### config.mk
export PLATFORM = sky130hd
export DESIGN_NAME = stx_exec
export DESIGN_NICKNAME = d
export VERILOG_FILES = /design/src/stx_pkg.sv /design/src/stx_exec.sv
export SDC_FILE = /design/constraint.sdc
export NUM_CORES = 1
export LEC_CHECK = 0
export ABC_AREA = 1
export BUFFER_PORTS_ARGS = -buffer_cell sky130_fd_sc_hd__buf_4
export CAP_MARGIN = 20
export CORE_MARGIN = 2
export CORE_UTILIZATION = 50
export DETAILED_ROUTE_END_ITERATION = 12
export PLACE_DENSITY = 0.8
export SYNTH_ARGS = -nofsm -noshare
export SYNTH_HDL_FRONTEND = slang
export SYNTH_SLANG_ARGS = --single-unit
### constraint.sdc
create_clock -name mclk_i -period 2.7 [get_ports mclk_i]
set_clock_uncertainty 0.1 [all_clocks]
set_input_delay 0.135 -clock mclk_i [delete_from_list [all_inputs] [get_ports mclk_i]]
set_output_delay 0.135 -clock mclk_i [all_outputs]
set_load 0.02 [all_outputs]
### src/stx_pkg.sv
package stx_pkg;

	// operation selector handed over by the decode stage
	typedef enum logic [3:0] {
		STX_OP_NONE       = 4'h0,
		STX_OP_SWAP_REG   = 4'h1,
		STX_OP_SKIP_NULL  = 4'h2,
		STX_OP_SKIP_MOVE  = 4'h3,
		STX_OP_SKIP_BIT   = 4'h4,
		STX_OP_TBL_PAGE   = 4'h5,
		STX_OP_TBL_LAST   = 4'h6,
		STX_OP_XOR_REG    = 4'h7,
		STX_OP_XOR_MEM    = 4'h8,
		STX_OP_XOR_IMM    = 4'h9
	} stx_op_type;

	// widths and reset values
	localparam int         STX_DATA_W       = 8;
	localparam int         STX_PROG_W       = 16;
	localparam int         STX_PADDR_W      = 16;
	localparam logic [7:0] STX_WORK_RST     = 8'h00;
	localparam logic [7:0] STX_LATCH_RST    = 8'h00;
	localparam logic [7:0] STX_MEM_ADDR_RST = 8'h00;
	localparam logic [15:0] STX_PADDR_RST   = 16'h0000;

	// one instruction issued by the decode stage
	typedef struct packed {
		stx_op_type op;
		logic [7:0] mem_addr;
		logic [2:0] bit_sel;
		logic [7:0] imm;
	} stx_issue_type;

	// data memory write request
	typedef struct packed {
		logic       we;
		logic [7:0] addr;
		logic [7:0] data;
	} stx_mem_wr_type;

	// execution states, one-hot
	typedef enum logic [3:0] {
		STX_ST_IDLE  = 4'b0001,
		STX_ST_EXEC  = 4'b0010,
		STX_ST_TBL   = 4'b0100,
		STX_ST_DUMMY = 4'b1000
	} stx_state_type;

endpackage : stx_pkg

### src/stx_exec.sv
// How it works
// RULE1 - swap memory nibbles into work register
// RULE2 - read, rewrite byte; skip when zero
// RULE3 - copy byte to work register; skip if zero
// RULE4 - skip when selected memory bit clear
// RULE5 - taken skip adds one dummy cycle
// RULE6 - table read via high and low pointers
// RULE7 - last-page table read via low pointer
// RULE8 - xor memory into work register, zero flag
// RULE9 - xor result written to memory, zero flag
// RULE10 - xor immediate into work register, zero flag
module stx_exec
	import stx_pkg::*;
#(
	parameter int          PROG_AW   = 16,
	parameter logic [15:0] LAST_PAGE = 16'hFF00,
	parameter bit          HAS_HIGH  = 1'b1
) (
	// clock and reset
	input  wire logic          mclk_i,
	input  wire logic          rst_i,
	// instruction issue from decode
	input  wire logic          issue_valid_i,
	input  wire stx_issue_type issue_i,
	output logic               busy_o,
	// data memory
	input  wire logic [7:0]    mem_rdata_i,
	output logic [7:0]         mem_raddr_o,
	output stx_mem_wr_type     mem_wr_o,
	// table pointers and program memory
	input  wire logic [7:0]    table_pointer_low_i,
	input  wire logic [7:0]    table_pointer_high_i,
	input  wire logic [15:0]   prog_rdata_i,
	output logic [15:0]        prog_addr_o,
	output logic               prog_rd_o,
	// work register, latch and flags
	output logic [7:0]         work_register_o,
	output logic [7:0]         table_high_latch_o,
	output logic               zero_flag_o,
	output logic               zero_we_o,
	output logic               skip_o,
	output logic               dummy_o,
	output logic               done_o
);

	////////////////////////////////////////////////////////////////////////
	// state
	stx_state_type state;
	stx_state_type next_state;
	stx_issue_type cur;
	stx_issue_type next_cur;
	logic [7:0]    work;
	logic [7:0]    next_work;
	logic [7:0]    latch;
	logic [7:0]    next_latch;
	logic          zflag;
	logic          next_zflag;
	logic          zwe;
	logic          next_zwe;
	logic          skip;
	logic          next_skip;
	logic          dummy;
	logic          next_dummy;
	logic          done;
	logic          next_done;
	logic          busy;
	logic          next_busy;
	stx_mem_wr_type mwr;
	stx_mem_wr_type next_mwr;
	logic [7:0]    raddr;
	logic [7:0]    next_raddr;
	logic [15:0]   paddr;
	logic [15:0]   next_paddr;
	logic          prd;
	logic          next_prd;
	logic [7:0]    res;
	logic          take;
	logic          is_table;
	logic          skip_cond;

	// program addresses wrap inside the fitted program memory
	localparam logic [15:0] PADDR_MASK = 16'((32'h1 << PROG_AW) - 32'h1);

	////////////////////////////////////////////////////////////////////////
	// operand decode: acceptance, result and skip test
	always_comb begin
		take      = (state == STX_ST_IDLE) && issue_valid_i &&
			(issue_i.op != STX_OP_NONE);
		is_table  = (issue_i.op == STX_OP_TBL_PAGE) ||
			(issue_i.op == STX_OP_TBL_LAST);
		res       = 8'h00;
		skip_cond = 1'b0;
		// the held instruction sees its byte one cycle after issue
		unique case (cur.op)
			STX_OP_SWAP_REG: begin
				res = {mem_rdata_i[3:0], mem_rdata_i[7:4]}; // RULE1
			end
			STX_OP_SKIP_NULL: begin
				res       = mem_rdata_i; // RULE2
				skip_cond = (mem_rdata_i == 8'h00); // RULE2
			end
			STX_OP_SKIP_MOVE: begin
				res       = mem_rdata_i; // RULE3
				skip_cond = (mem_rdata_i == 8'h00); // RULE3
			end
			STX_OP_SKIP_BIT: begin
				skip_cond = ~mem_rdata_i[cur.bit_sel]; // RULE4
			end
			STX_OP_XOR_REG: begin
				res = work ^ mem_rdata_i; // RULE8
			end
			STX_OP_XOR_MEM: begin
				res = mem_rdata_i ^ work; // RULE9
			end
			STX_OP_XOR_IMM: begin
				res = work ^ cur.imm; // RULE10
			end
			default: begin
				// table reads and unused codes produce nothing here
				res = 8'h00;
			end
		endcase
	end

	////////////////////////////////////////////////////////////////////////
	// sequencer: state, held instruction and handshake pulses
	always_comb begin
		next_state = state;
		next_cur   = cur;
		next_raddr = raddr;
		next_busy  = busy;
		next_skip  = 1'b0;
		next_dummy = 1'b0;
		next_done  = 1'b0;
		unique case (state)
			STX_ST_IDLE: begin
				// issues are taken only here, so busy refuses the rest
				if (take) begin
					next_cur   = issue_i;
					next_raddr = issue_i.mem_addr;
					next_busy  = 1'b1;
					if (is_table) begin
						next_state = STX_ST_TBL;
					end else begin
						next_state = STX_ST_EXEC;
					end
				end
			end
			STX_ST_EXEC: begin
				next_skip = skip_cond;
				if (skip_cond) begin
					// a taken skip holds the core one more cycle
					next_state = STX_ST_DUMMY; // RULE5
				end else begin
					next_state = STX_ST_IDLE;
					next_busy  = 1'b0;
					next_done  = 1'b1;
				end
			end
			STX_ST_TBL: begin
				next_state = STX_ST_IDLE;
				next_busy  = 1'b0;
				next_done  = 1'b1;
			end
			STX_ST_DUMMY: begin
				next_dummy = 1'b1; // RULE5
				next_state = STX_ST_IDLE;
				next_busy  = 1'b0;
				next_done  = 1'b1;
			end
		endcase
	end

	// sequencer registers
	always_ff @(posedge mclk_i or posedge rst_i) begin
		if (rst_i) begin
			state <= STX_ST_IDLE;
			cur   <= '0;
			raddr <= STX_MEM_ADDR_RST;
			busy  <= 1'b0;
			skip  <= 1'b0;
			dummy <= 1'b0;
			done  <= 1'b0;
		end else begin
			state <= next_state;
			cur   <= next_cur;
			raddr <= next_raddr;
			busy  <= next_busy;
			skip  <= next_skip;
			dummy <= next_dummy;
			done  <= next_done;
		end
	end

	////////////////////////////////////////////////////////////////////////
	// program memory read: address and one-cycle strobe
	always_comb begin
		next_paddr = paddr;
		next_prd   = 1'b0;
		if (take && issue_i.op == STX_OP_TBL_PAGE) begin
			// with no high pointer the low pointer addresses alone
			if (HAS_HIGH) begin
				next_paddr = PADDR_MASK & // RULE6
					{table_pointer_high_i, table_pointer_low_i};
			end else begin
				next_paddr = PADDR_MASK & // RULE6
					{8'h00, table_pointer_low_i};
			end
			next_prd = 1'b1;
		end else if (take && issue_i.op == STX_OP_TBL_LAST) begin
			next_paddr = PADDR_MASK & // RULE7
				(LAST_PAGE | {8'h00, table_pointer_low_i});
			next_prd   = 1'b1;
		end
	end

	// program read registers
	always_ff @(posedge mclk_i or posedge rst_i) begin
		if (rst_i) begin
			paddr <= STX_PADDR_RST;
			prd   <= 1'b0;
		end else begin
			paddr <= next_paddr;
			prd   <= next_prd;
		end
	end

	////////////////////////////////////////////////////////////////////////
	// results: work register, table latch, zero flag and memory write
	always_comb begin
		next_work  = work;
		next_latch = latch;
		next_zflag = zflag;
		next_zwe   = 1'b0;
		next_mwr   = '0;
		if (state == STX_ST_EXEC) begin
			unique case (cur.op)
				STX_OP_SWAP_REG: begin
					// memory is left as it is
					next_work = res; // RULE1
				end
				STX_OP_SKIP_NULL: begin
					// the byte goes back to memory unchanged
					next_mwr = '{we: 1'b1, addr: cur.mem_addr, // RULE2
						data: res};
				end
				STX_OP_SKIP_MOVE: begin
					next_work = res; // RULE3
				end
				STX_OP_XOR_REG: begin
					next_work  = res; // RULE8
					next_zflag = (res == 8'h00); // RULE8
					next_zwe   = 1'b1;
				end
				STX_OP_XOR_MEM: begin
					next_mwr   = '{we: 1'b1, addr: cur.mem_addr, // RULE9
						data: res};
					next_zflag = (res == 8'h00); // RULE9
					next_zwe   = 1'b1;
				end
				STX_OP_XOR_IMM: begin
					next_work  = res; // RULE10
					next_zflag = (res == 8'h00); // RULE10
					next_zwe   = 1'b1;
				end
				default: begin
					// bit test and table reads change no result here
					next_zwe = 1'b0;
				end
			endcase
		end else if (state == STX_ST_TBL) begin
			// program word is taken in the same cycle as the read strobe
			next_mwr   = '{we: 1'b1, addr: cur.mem_addr, // RULE6
				data: prog_rdata_i[7:0]};
			next_latch = prog_rdata_i[15:8]; // RULE7
		end
	end

	// result registers
	always_ff @(posedge mclk_i or posedge rst_i) begin
		if (rst_i) begin
			work  <= STX_WORK_RST;
			latch <= STX_LATCH_RST;
			zflag <= 1'b0;
			zwe   <= 1'b0;
			mwr   <= '0;
		end else begin
			work  <= next_work;
			latch <= next_latch;
			zflag <= next_zflag;
			zwe   <= next_zwe;
			mwr   <= next_mwr;
		end
	end

	////////////////////////////////////////////////////////////////////////
	// outputs, all straight from flip-flops
	assign busy_o             = busy;
	assign mem_raddr_o        = raddr;
	assign mem_wr_o           = mwr;
	assign prog_addr_o        = paddr;
	assign prog_rd_o          = prd;
	assign work_register_o    = work;
	assign table_high_latch_o = latch;
	assign zero_flag_o        = zflag;
	assign zero_we_o          = zwe;
	assign skip_o             = skip;
	assign dummy_o            = dummy;
	assign done_o             = done;

endmodule : stx_exec

Yosys cells after proc, flatten, opt, wreduce, memory -nomap -nowiden
Cells that the tools add are included.
{"block": "totals", "register_bits": 83, "latchBits": 0, "ram_bits": 0, "rom_bits": 0, "output_inout_bits": 64, "word_cells": 82, "memories": 0}
{"block": "op_classes", "add_sub_neg": 0, "n_mul": 0, "div": 0, "magnitude_cmp": 1, "eq_ne": 15, "shift": 0, "mux": 24, "bitwise_logic": 4, "reduce_logical": 20}
{"cell": "2-to-1 mux 17 bit", "n": 3}
{"cell": "2-to-1 mux 16 bit", "n": 2}
{"cell": "one-hot mux 8 bit (4 select lines)", "n": 1}
{"cell": "equality test 4 x 3 -> 1 bit, second input constant", "n": 5}
{"cell": "logical NOT 8 bit", "n": 2}
{"cell": "bitwise XOR 8 bit", "n": 2}
{"cell": "equality test 4 x 2 -> 1 bit, second input constant", "n": 3}
{"cell": "equality test 4 bit, second input constant", "n": 3}
{"cell": "one-hot mux 4 bit (3 select lines)", "n": 1}
{"cell": "2-to-1 mux 1 bit", "n": 10}
{"cell": "AND reduction 2 bit", "n": 5}
{"cell": "equality test 4 x 1 -> 1 bit, second input constant", "n": 2}
{"cell": "2-to-1 mux 4 bit", "n": 2}
{"cell": "OR reduction 2 bit", "n": 4}
{"cell": "logical AND 1 bit", "n": 4}
{"cell": "less-than comparator 3 x 4 -> 1 bit, second input constant", "n": 1}
{"cell": "inequality test 2 bit, second input constant", "n": 2}
{"cell": "one-hot mux 1 bit (2 select lines)", "n": 2}
{"cell": "nonzero test 4 bit", "n": 1}
{"cell": "OR reduction 4 bit", "n": 1}
{"cell": "binary-select mux 1 bit (select 3 bit)", "n": 1}
{"cell": "2-to-1 mux 3 bit", "n": 1}
{"cell": "one-hot mux 1 bit (3 select lines)", "n": 1}
{"cell": "OR reduction 3 bit", "n": 1}
{"cell": "other kinds (3)", "n": 4}

Logic depth before layout (Yosys ltp)
Gate-level depths: netlist of run 1.
{"block": "depth", "depth_word": 6, "depth_mapped": 14}

Worst setup path before layout of run 1
No wires, ideal clock.
{"block": "synth_timing", "path_type": "register -> register", "from": "reg state[0]", "to": "reg cur[10] (netlist bit)", "setup_time_ps": 130, "arrival_time_ps": 1392, "t_required_ps": 2470, "setup_slack_ps": 1078, "stages_incl_launch_ff": 7, "synth_period_minus_slack_ps": 1622, "path_cell_list": "dfstp_2 nand2_1 nor2_1 nand3_2 inv_1 clkbuf_1 o21ai_0"}
{"block": "synth_via", "elab_chain_len": 4}
{"item": "from (decl)", "line": "stx_exec.sv:48", "source": "stx_state_type state;"}
{"item": "from (signal assigned)", "line": "stx_exec.sv:185", "source": "state <= next_state;"}
{"item": "equality test 4 x 1 -> 1 bit *", "line": "stx_exec.sv:87, stx_exec.sv:135"}
{"item": "logical AND 1 bit (2 in series)", "line": "stx_exec.sv:87", "source": "take = (state == STX_ST_IDLE) && issue_valid_i &&"}
{"item": "AND reduction 2 bit (no source line) *"}
{"item": "to (signal assigned)", "line": "stx_exec.sv:186", "source": "cur <= next_cur;"}
{"item": "to (decl)", "line": "stx_exec.sv:50", "source": "stx_issue_type cur;"}
Every way passes the cells marked *; elsewhere a longest branch is shown, timed or not.
A chain may end at the register's enable or synchronous reset.

Worst setup path after layout of run 1
{"block": "layout_timing", "from": "reg state[0]", "to": "reg paddr[4], in the netlist prog_addr_o[4]"}
{"block": "layout_via", "elab_chain_len": 5}
{"item": "equality test 4 x 1 -> 1 bit *", "line": "stx_exec.sv:87"}
{"item": "logical AND 1 bit * (2 in series)", "line": "stx_exec.sv:87"}
{"item": "logical AND 1 bit (on tied branches)", "line": "stx_exec.sv:200, stx_exec.sv:210"}
{"item": "2-to-1 mux 16 bit or nonzero test 2 bit (tied branches)"}
{"item": "to (signal assigned)", "line": "stx_exec.sv:223", "source": "paddr <= next_paddr;"}
{"item": "to (decl)", "line": "stx_exec.sv:72", "source": "logic [15:0] paddr;"}
Marked as above.

==> flow_summary.toml, run 1 <==
[placement]
dpl_cell_area_um2 = 4820
dp_hpwl_um = 6680
placed_cells = 666
place_ws_ps = 538
gp_congestion = 0.863
io_buffers = 129

[sta]
rsz0062_at_grt = "no"
period_needed_ps = 2240
tightest_slew_ps = 588
fin_ws_ps = 460
slew_headroom_pct = 60.7
hold_violations = 0
maxSlewViolCount = 0
max_freq_mhz = 446
setup_violations = 0
tns_ps = 0
period_share_pct = 83.0

[routing]
wl_per_cell_um = 13.1
totalWireLength_um = 9680
vias_per_cell = 4.86
route.detailed.drc = 0
vias = 3577
detail-route-antenna-nets = 0
first_iter_violations = 171
drtPass1Iterations = 5

[die]
die_h_um = 91.3
die-area_um2 = 8330
start_util_pct = 51.9
num_rows = 31
die_w_um = 91.3
core-area_um2 = 7330
io_pins = 130

[clock_tree]
htree_num_levels = 3
cts.path.max_buffers = 2
cts_made_buffers = 9
cts-resized-gates = 0
clock_latency_ps = 350
cts_tree = "built"
path_clk_slew_ps = 80
cts_setup_buffers = 0
clock_sinks = 83
cts-root-buf = "clkbuf_8"

[worst_setup_path]
cp_max_fo = 18
criticalPathCategory = "reg2reg"
crit_family = "simple AND/OR/NAND/NOR gates"
critPathBufInv = 1
path_cells = "nand2_1 -> nor2_1 -> nand3_2 -> nor2_4 -> inv_1 -> nand2_1 -> nand2_1"
cpPeakStageDelay_ps = 560
start_kind = "flip-flop"
end_kind = "flip-flop"
crit_required_ps = 2840
arrival_ps = 2380
cpMaxStageDelayCell = "dfstp_2"
cp_common_cell = "nand2_1"

[synth]
avgSynthCellArea_um2 = 8.46
synth_top_cell_by_area = "dfrtp_1"
syn_nets = 516
synth_area_um2 = 3810
synth_cell_types = 30
ys_seq_area_share_pct = 54.6
synthTopCellsByArea = "dfrtp_1, nand2_1, inv_1"
syn_inst = 450
ys_ff_latch = 83
yosys_warnings = 0
netlist.area_leader.share_pct = 53.9

[finish]
layout_common_cells = "nand2_1, buf_4, dfrtp_1"
stdcell_count = 736
multi_input_area_um2 = 1370
final_area_um2 = 5560
syn2layout_area_growth_pct = 46.0
antennaDiodeCount = 0
layout_commonest_cell = "nand2_1"
fill_cells = 512
layout.nets = 698
layout-drive-gt1-share_pct = 27.9
fin_util_pct = 75.8
seq_area_um2 = 2080

[global_routing]
grt_max_degree = 37
grt_overflow = 0
track_usage_pct = 24.4
grt_first_pass_wirelength_um = 16200
grt_antenna_before_repair = 0
grt_pass1_vias = 3598

[outcome]
status = "complete, no violations"

[min_path]
hold_path.class = "in2reg"

[flow_run]
maxCapViolations = 0

[power]
ir_drop_mv = 0.573
power.leakage_nw = 2.92
power_density_nw_per_um2 = 939
## final timing paths
kind                                      start                           to  slack (ps)  depth (start not counted)
max                        state[0]$_DFFE_PP1N_   prog_addr_o[4]$_DFFE_PP0P_         460                          7
min                                 issue_i[19]          cur[19]$_DFFE_PP0P_          10                          3
max reg2reg                state[0]$_DFFE_PP1N_   prog_addr_o[4]$_DFFE_PP0P_         460                          7
min reg2reg                state[2]$_DFFE_PP0N_            dummy_o$_DFF_PP0_         370                          1
max in group asynchronous                 rst_i         state[0]$_DFFE_PP1N_        1460                          4
min in group asynchronous                 rst_i  prog_addr_o[14]$_DFFE_PP0P_         300                          3
## cells by family after synthesis
group                  synth area share (%)
AO/OA/AOI/OAI                          9.47
flip-flops                             54.6
buffers and inverters                  9.53
AND/OR/NAND/NOR                        26.4
## cell type report
class | instances | area share (%)
multi-input cells | 284 | 24.6
inverters | 67 | 4.55
well taps | 99 | 2.23
flip-flops and latches | 83 | 37.4
clock buffers | 12 | 2.97
clock inverters | 4 | 0.585
repair buffers | 187 | 27.7
## routing by layer
layer / vias to the layer above / share of wire [%] / global-route usage (%)
met5: - / 0 / 0
met4: 0 / 2.0 / 10.1
met1: 1666 / 42 / 30.3
met2: 119 / 50 / 42.1
met3: 18 / 5.4 / 4.40
li1: 1774 / - / -
## state kept, by name, indices dropped and copies added, names as in the netlist
register,count
cur,15
work_register_o,8
mem_raddr_o,8
prog_addr_o,16
busy_o,1
dummy_o,1
zero_we_o,1
skip_o,1
table_high_latch_o,8
done_o,1
zero_flag_o,1
state,4
prog_rd_o,1
mem_wr_o,17
## worst min-delay path, delay by kind of cell
| family | cells | cell delay [ps] |
|---|---|---|
| buffers and inverters | 2 | 190 |
| AOI/OAI and AO/OA | 1 | 90 |
## Yosys cell counts
master      n
a21oi_1     2
inv_2       5
nand4_1     2
nand2_4     1
o211ai_1    3
nor3_2      1
buf_4       9
dfrtp_1    82
o22ai_1     6
nor2_1     18
nand2_2    11
nand3_1    29
o21ai_0    36
buf_6       2
dfstp_2     1
o21ai_1     2
inv_1      61
buf_2       2
nor3_1      2
o21ai_2     1
clkbuf_1    3
nand3_2     3
nor2_4      2
nor2_8      1
nor4_1      5
a31oi_4     1
nor3_4      1
clkinv_1    1
o22a_1      8
nand2_1   149
## what timing repair did
action | CTS | global route
endpoints found under the hold margin | 86 | 1
hold buffers | 53 | 1
setup endpoints to repair | 0 | 0
## power by group
part	total (mW)	switching [mW]	internal [mW]
Sequential	2.03	0.318	1.71
Clock	0.856	0.442	0.414
Combinational	2.34	1.39	0.943
## metrics by stage
stage	hold slack (ps)	power, mW
3_3_place_gp	116	4.23
5_1_grt	33.5	5.60
6_report	14.4	5.22
2_1_floorplan	145	3.51
3_5_place_dp	128	4.31
4_1_cts	0.430	5.23
Note: power is estimated with default switching activity, not from simulation.
==> inputs of run 2 (changes only) <==
==> constraint.sdc (replaced) <==
create_clock -name mclk_i -period 2.15 [get_ports mclk_i]
set_clock_uncertainty 0.1 [all_clocks]
set_input_delay 0.1075 -clock mclk_i [delete_from_list [all_inputs] [get_ports mclk_i]]
set_output_delay 0.1075 -clock mclk_i [all_outputs]
set_load 0.02 [all_outputs]
==> flow_summary.toml, run 2 (synthesis gave the netlist of run 1 again) <==
[worst_setup_path]
end_kind = "flip-flop"
start_kind = "flip-flop"
crit_required_ps = 2330
crit_path_end = "mem_wr_o[10]$_DFF_PP0_"
cp-startpoint = "cur[21]$_DFFE_PP0P_"
arrival_ps = 2110
timing.rr.start = "cur[21]$_DFFE_PP0P_"
rr_endpoint = "mem_wr_o[10]$_DFF_PP0_"
cpMaxStageDelayCell = "dfrtp_1"
criticalPathCategory = "reg2reg"
path_cells = "nor2_1 -> nand2_1 -> nand2_1 -> nand3_1 -> nand2_2 -> inv_2 -> nor2_1"
cp_max_fo = 9
reg2reg_slack_ps = 220
cpPeakStageDelay_ps = 480
r2r_cells = 7

[die]
core-area_um2 = 7330
die_w_um = 91.3
start_util_pct = 51.9
die_h_um = 91.3
die-area_um2 = 8330
num_rows = 31
io_pins = 130

[finish]
antennaDiodeCount = 0
layout-drive-gt1-share_pct = 27.9
layout.nets = 701
largest_reg_flops = 17
multi_input_area_um2 = 1370
seq_area_um2 = 2080
fill_cells = 540
syn2layout_area_growth_pct = 47.0
layout_commonest_cell = "nand2_1"
layout_common_cells = "nand2_1, buf_4, dfrtp_1"

[routing]
first_iter_violations = 207
m1WireLength_um = 4150
wl_met3_um = 571
vias_per_cell = 4.86
wl_per_cell_um = 13.3
drtPass1Iterations = 4
route.detailed.drc = 0
dr_wl_met2_um = 4840
vias = 3589
totalWireLength_um = 9800
routed.top_layer = "met4"
detail-route-antenna-nets = 0

[global_routing]
grt_antenna_before_repair = 0
grt_pass1_vias = 3604
track_usage_pct = 25.2
grt_first_pass_wirelength_um = 16700
grt_overflow = 0
grt_max_degree = 59

[clock_tree]
path_clk_slew_ps = 80
cts_setup_buffers = 0
clock_latency_ps = 340
htree_num_levels = 3
cts-root-buf = "clkbuf_8"
cts_tree = "built"
clock_sinks = 83
cts_made_buffers = 9
cts.path.max_buffers = 2

[sta]
maxSlewViolCount = 0
tightest_slew_ps = 587
period_share_pct = 89.9
hold_violations = 0
fin_ws_ps = 217
setup_violations = 0
max_freq_mhz = 517
tns_ps = 0
rsz0062_at_grt = "no"
period_needed_ps = 1930
slew_headroom_pct = 60.8

[flow_run]
maxCapViolations = 0

[placement]
dp_hpwl_um = 6600
gp_congestion = 0.920
place_ws_ps = 199
io_buffers = 129

[min_path]
hold_path.class = "in2reg"
hold_start = "mem_rdata_i[6]"

[power]
power_density_nw_per_um2 = 1180
ir_drop_mv = 0.785
power.leakage_nw = 2.94

[outcome]
status = "complete, no violations"
[run 2: cell count changes in the layout (fill, tap and decap cells not counted)]
cell,previous run,this run
clkbuf_8,12,10
nand2_1,149,148
buf_12,0,1
nand2_2,11,12
bufinv_16,0,1
clkbuf_1,0,1
inv_6,1,0
dlygate4sd3_1,54,56
[run 2: per-layer routing]
layer	vias up	track usage (%)
met4	0	10.2
met3	22	4.56
met5	-	0
li1	1778	-
met2	133	43.0
met1	1656	31.7
[run 2: critical path, delay by kind of cell (launching register included)]
family / cells / cell delay, ps
buffers and inverters: 1 / 100
DFF: 1 / 480
and+or+nand+nor: 6 / 1180
[run 2: power breakdown]
| part | internal [mW] | switching [mW] | total, mW |
|---|---|---|---|
| clock | 0.563 | 0.529 | 1.09 |
| combinational | 1.20 | 1.77 | 2.96 |
| sequential | 2.15 | 0.399 | 2.55 |
| total | 3.91 | 2.69 | 6.60 |
[run 2: cell type report]
cell class / instances / share of cell area (%)
well taps: 99 / 2.21
inverters: 67 / 4.56
multi-input cells: 284 / 24.4
clock buffers: 11 / 2.53
repair buffers: 190 / 28.2
flip-flops and latches: 83 / 37.1
clock inverters: 4 / 0.917
[run 2: worst min-delay path by stage]
stage | to | slack, ps | depth (start not counted)
floorplan | cur[0]$_DFFE_PP0P_ | 120 | 2
global placement | mem_raddr_o[2]$_DFFE_PP0P_ | 100 | 2
detailed placement | mem_raddr_o[0]$_DFFE_PP0P_ | 110 | 2
CTS | done_o$_DFF_PP0_ | 90 | 5
global route | done_o$_DFF_PP0_ | 140 | 5
finish | done_o$_DFF_PP0_ | 110 | 5
[run 2: per-stage QoR]
step	cell area, um^2	hold slack [ps]	util (%)	power, mW	cells
after global routing	5600	145	76.3	7.06	738
after CTS	5590	93.3	76.3	6.61	738
final	5600	109	76.3	6.60	738
after global placement	4840	103	66.0	5.34	667
after detailed placement	4840	113	66.0	5.43	667
after floorplan	3810	117	-	4.40	450
[run 2: repair_timing]
| action | 4_1_cts | 5_1_grt |
|---|---|---|
| endpoints found under the hold margin | 81 | 0 |
| resized for setup | 0 | 1 |
| hold buffers | 56 | 0 |
| setup endpoints to repair | 0 | 3 |
==> inputs of run 3 (changes only) <==
--- a/config.mk
+++ b/config.mk
@@ -6,12 +6,11 @@
 export NUM_CORES = 1
 export LEC_CHECK = 0
 export ABC_AREA = 1
-export BUFFER_PORTS_ARGS = -buffer_cell sky130_fd_sc_hd__buf_4
 export CAP_MARGIN = 20
 export CORE_MARGIN = 2
 export CORE_UTILIZATION = 50
 export DETAILED_ROUTE_END_ITERATION = 12
-export PLACE_DENSITY = 0.8
+export DONT_BUFFER_PORTS = 1
 export SYNTH_ARGS = -nofsm -noshare
 export SYNTH_HDL_FRONTEND = slang
 export SYNTH_SLANG_ARGS = --single-unit
==> flow_summary.toml, run 3 (synthesis gave the netlist of run 1 again) <==
[flow_run]
maxCapViolations = 0

[die]
die-area_um2 = 8330
start_util_pct = 51.9
io_pins = 130
die_w_um = 91.3
core-area_um2 = 7330
die_h_um = 91.3
num_rows = 31

[sta]
slew_headroom_pct = 57.7
fin_ws_ps = 323
period_needed_ps = 1830
maxSlewViolCount = 0
hold_violations = 0
setup_violations = 0
period_share_pct = 85.0
tightest_slew_ps = 633
max_freq_mhz = 547
tns_ps = 0
rsz0062_at_grt = "no"

[finish]
layout-drive-gt1-share_pct = 10.1
largest_reg_flops = 17
layout_common_cells = "nand2_1, dfrtp_1, inv_1"
multi_input_area_um2 = 1370
seq_area_um2 = 2080
stdcell_count = 614
syn2layout_area_growth_pct = 23.4
fin_util_pct = 64.1
fill_cells = 622
layout.nets = 576
antennaDiodeCount = 0
layout_commonest_cell = "nand2_1"

[clock_tree]
cts_setup_buffers = 0
cts-root-buf = "clkbuf_8"
clock_sinks = 83
htree_num_levels = 3
path_clk_slew_ps = 80
cts_made_buffers = 9
cts_tree = "built"
clock_latency_ps = 350
cts.path.max_buffers = 2

[global_routing]
track_usage_pct = 23.0
grt_pass1_vias = 3189
busiest_layer = "met2"
grt_max_degree = 39
grt_first_pass_wirelength_um = 15100
grtUsageMet3_pct = 6.47
grt_overflow = 0
use_met1_pct = 29.4
grt_antenna_before_repair = 0
met2_usage_pct = 38.0

[routing]
vias_per_cell = 5.09
route.detailed.drc = 0
detail-route-antenna-nets = 0
first_iter_violations = 161
vias = 3124
drtPass1Iterations = 4
totalWireLength_um = 9100
wl_per_cell_um = 14.8

[power]
p_int_mw = 3.45
power_density_nw_per_um2 = 1290
power_mw = 6.06
ir_drop_mv = 0.673
switching_share_pct = 43.1
switching_power_mw = 2.61
comb_power_share_pct = 27.5
clockPowerShare_pct = 20.8
pwr-share-seq_pct = 51.7
power.leakage_nw = 2.33

[placement]
io_buffers = 0
dp_hpwl_um = 6240
place_ws_ps = 248
gp_congestion = 0.904
placed_cells = 540

[worst_setup_path]
cp_max_fo = 16
timing.rr.start = "cur[19]$_DFFE_PP0P_"
arrival_ps = 1990
rr_endpoint = "work_register_o[6]$_DFFE_PP0P_"
start_kind = "flip-flop"
crit_required_ps = 2310
end_kind = "flip-flop"
reg2reg_slack_ps = 320
criticalPathCategory = "reg2reg"
r2r_cells = 6

[min_path]
hold_depth = 4
hold_start = "mem_rdata_i[7]"
hold_path.class = "in2reg"
whs_endpoint = "done_o$_DFF_PP0_"

[outcome]
status = "complete, no violations"
run 3: cell types whose count changed in the layout (fill, tap and decap cells not counted), sizes merged:
| cell | previous run | this run |
|---|---|---|
| buf | 134 | 7 |
| bufinv | 1 | 2 |
| inv | 65 | 67 |
| dlygate4sd3 | 56 | 58 |
| clkinvlp | 2 | 1 |
| clkinv | 3 | 2 |
run 3: metal layers:
metal	up-vias	part of all wire (%)
li1	1536	-
met2	126	48
met1	1449	43
met3	13	7.3
met5	-	0
met4	0	1.5
run 3: worst max-delay path, stage by stage (launching register included):
cell and delay [ps]:
dfrtp_1 460, inv_2 90, nor2_4 180, nand2_1 230, a31oi_4 460, nand2_1 130
o21ai_0 90
run 3: final cells by class:
type                    count  area share [%]
flip-flops and latches     83            44.2
multi-input cells         284            29.2
repair buffers             65            13.7
inverters                  67            5.43
clock buffers              11            3.01
well taps                  99            2.64
clock inverters             5            1.76
run 3: worst max-delay path by stage:
stage	startpoint	endpoint	slack, ps	cells past startpoint
finish	cur[19]$_DFFE_PP0P_	work_register_o[6]$_DFFE_PP0P_	320	6
global route	cur[21]$_DFFE_PP0P_	mem_wr_o[10]$_DFF_PP0_	110	7
CTS	cur[21]$_DFFE_PP0P_	mem_wr_o[14]$_DFF_PP0_	240	7
detailed placement	cur[21]$_DFFE_PP0P_	mem_wr_o[14]$_DFF_PP0_	250	7
global placement	cur[21]$_DFFE_PP0P_	mem_wr_o[8]$_DFF_PP0_	280	7
floorplan	state[0]$_DFFE_PP1N_	cur[10]$_DFFE_PP0P_	530	6
run 3: power groups by stage:
| stage | clock [mW] | sequential, mW | combinational [mW] |
|---|---|---|---|
| 3_5_place_dp | 0 | 3.14 | 1.58 |
| 3_3_place_gp | 0 | 3.14 | 1.53 |
| 2_1_floorplan | 0 | 2.92 | 1.48 |
| 4_1_cts | 1.29 | 3.12 | 1.67 |
| 6_report | 1.26 | 3.13 | 1.67 |
| 5_1_grt | 1.36 | 3.21 | 1.95 |
run 3: timing repair:
action                                  CTS  global route
endpoints found under the setup margin    0             4
hold endpoints to repair                 85             0
resized for setup                         0             1
hold buffers                             58             0
run 3: metrics by stage:
step / hold slack (ps) / instance area [um^2]
after global routing: 41.2 / 4700
after CTS: 5.85 / 4690
after global placement: 1.27 / 3890
final: 17.4 / 4700
after floorplan: 117 / 3810
after detailed placement: 2.72 / 3890
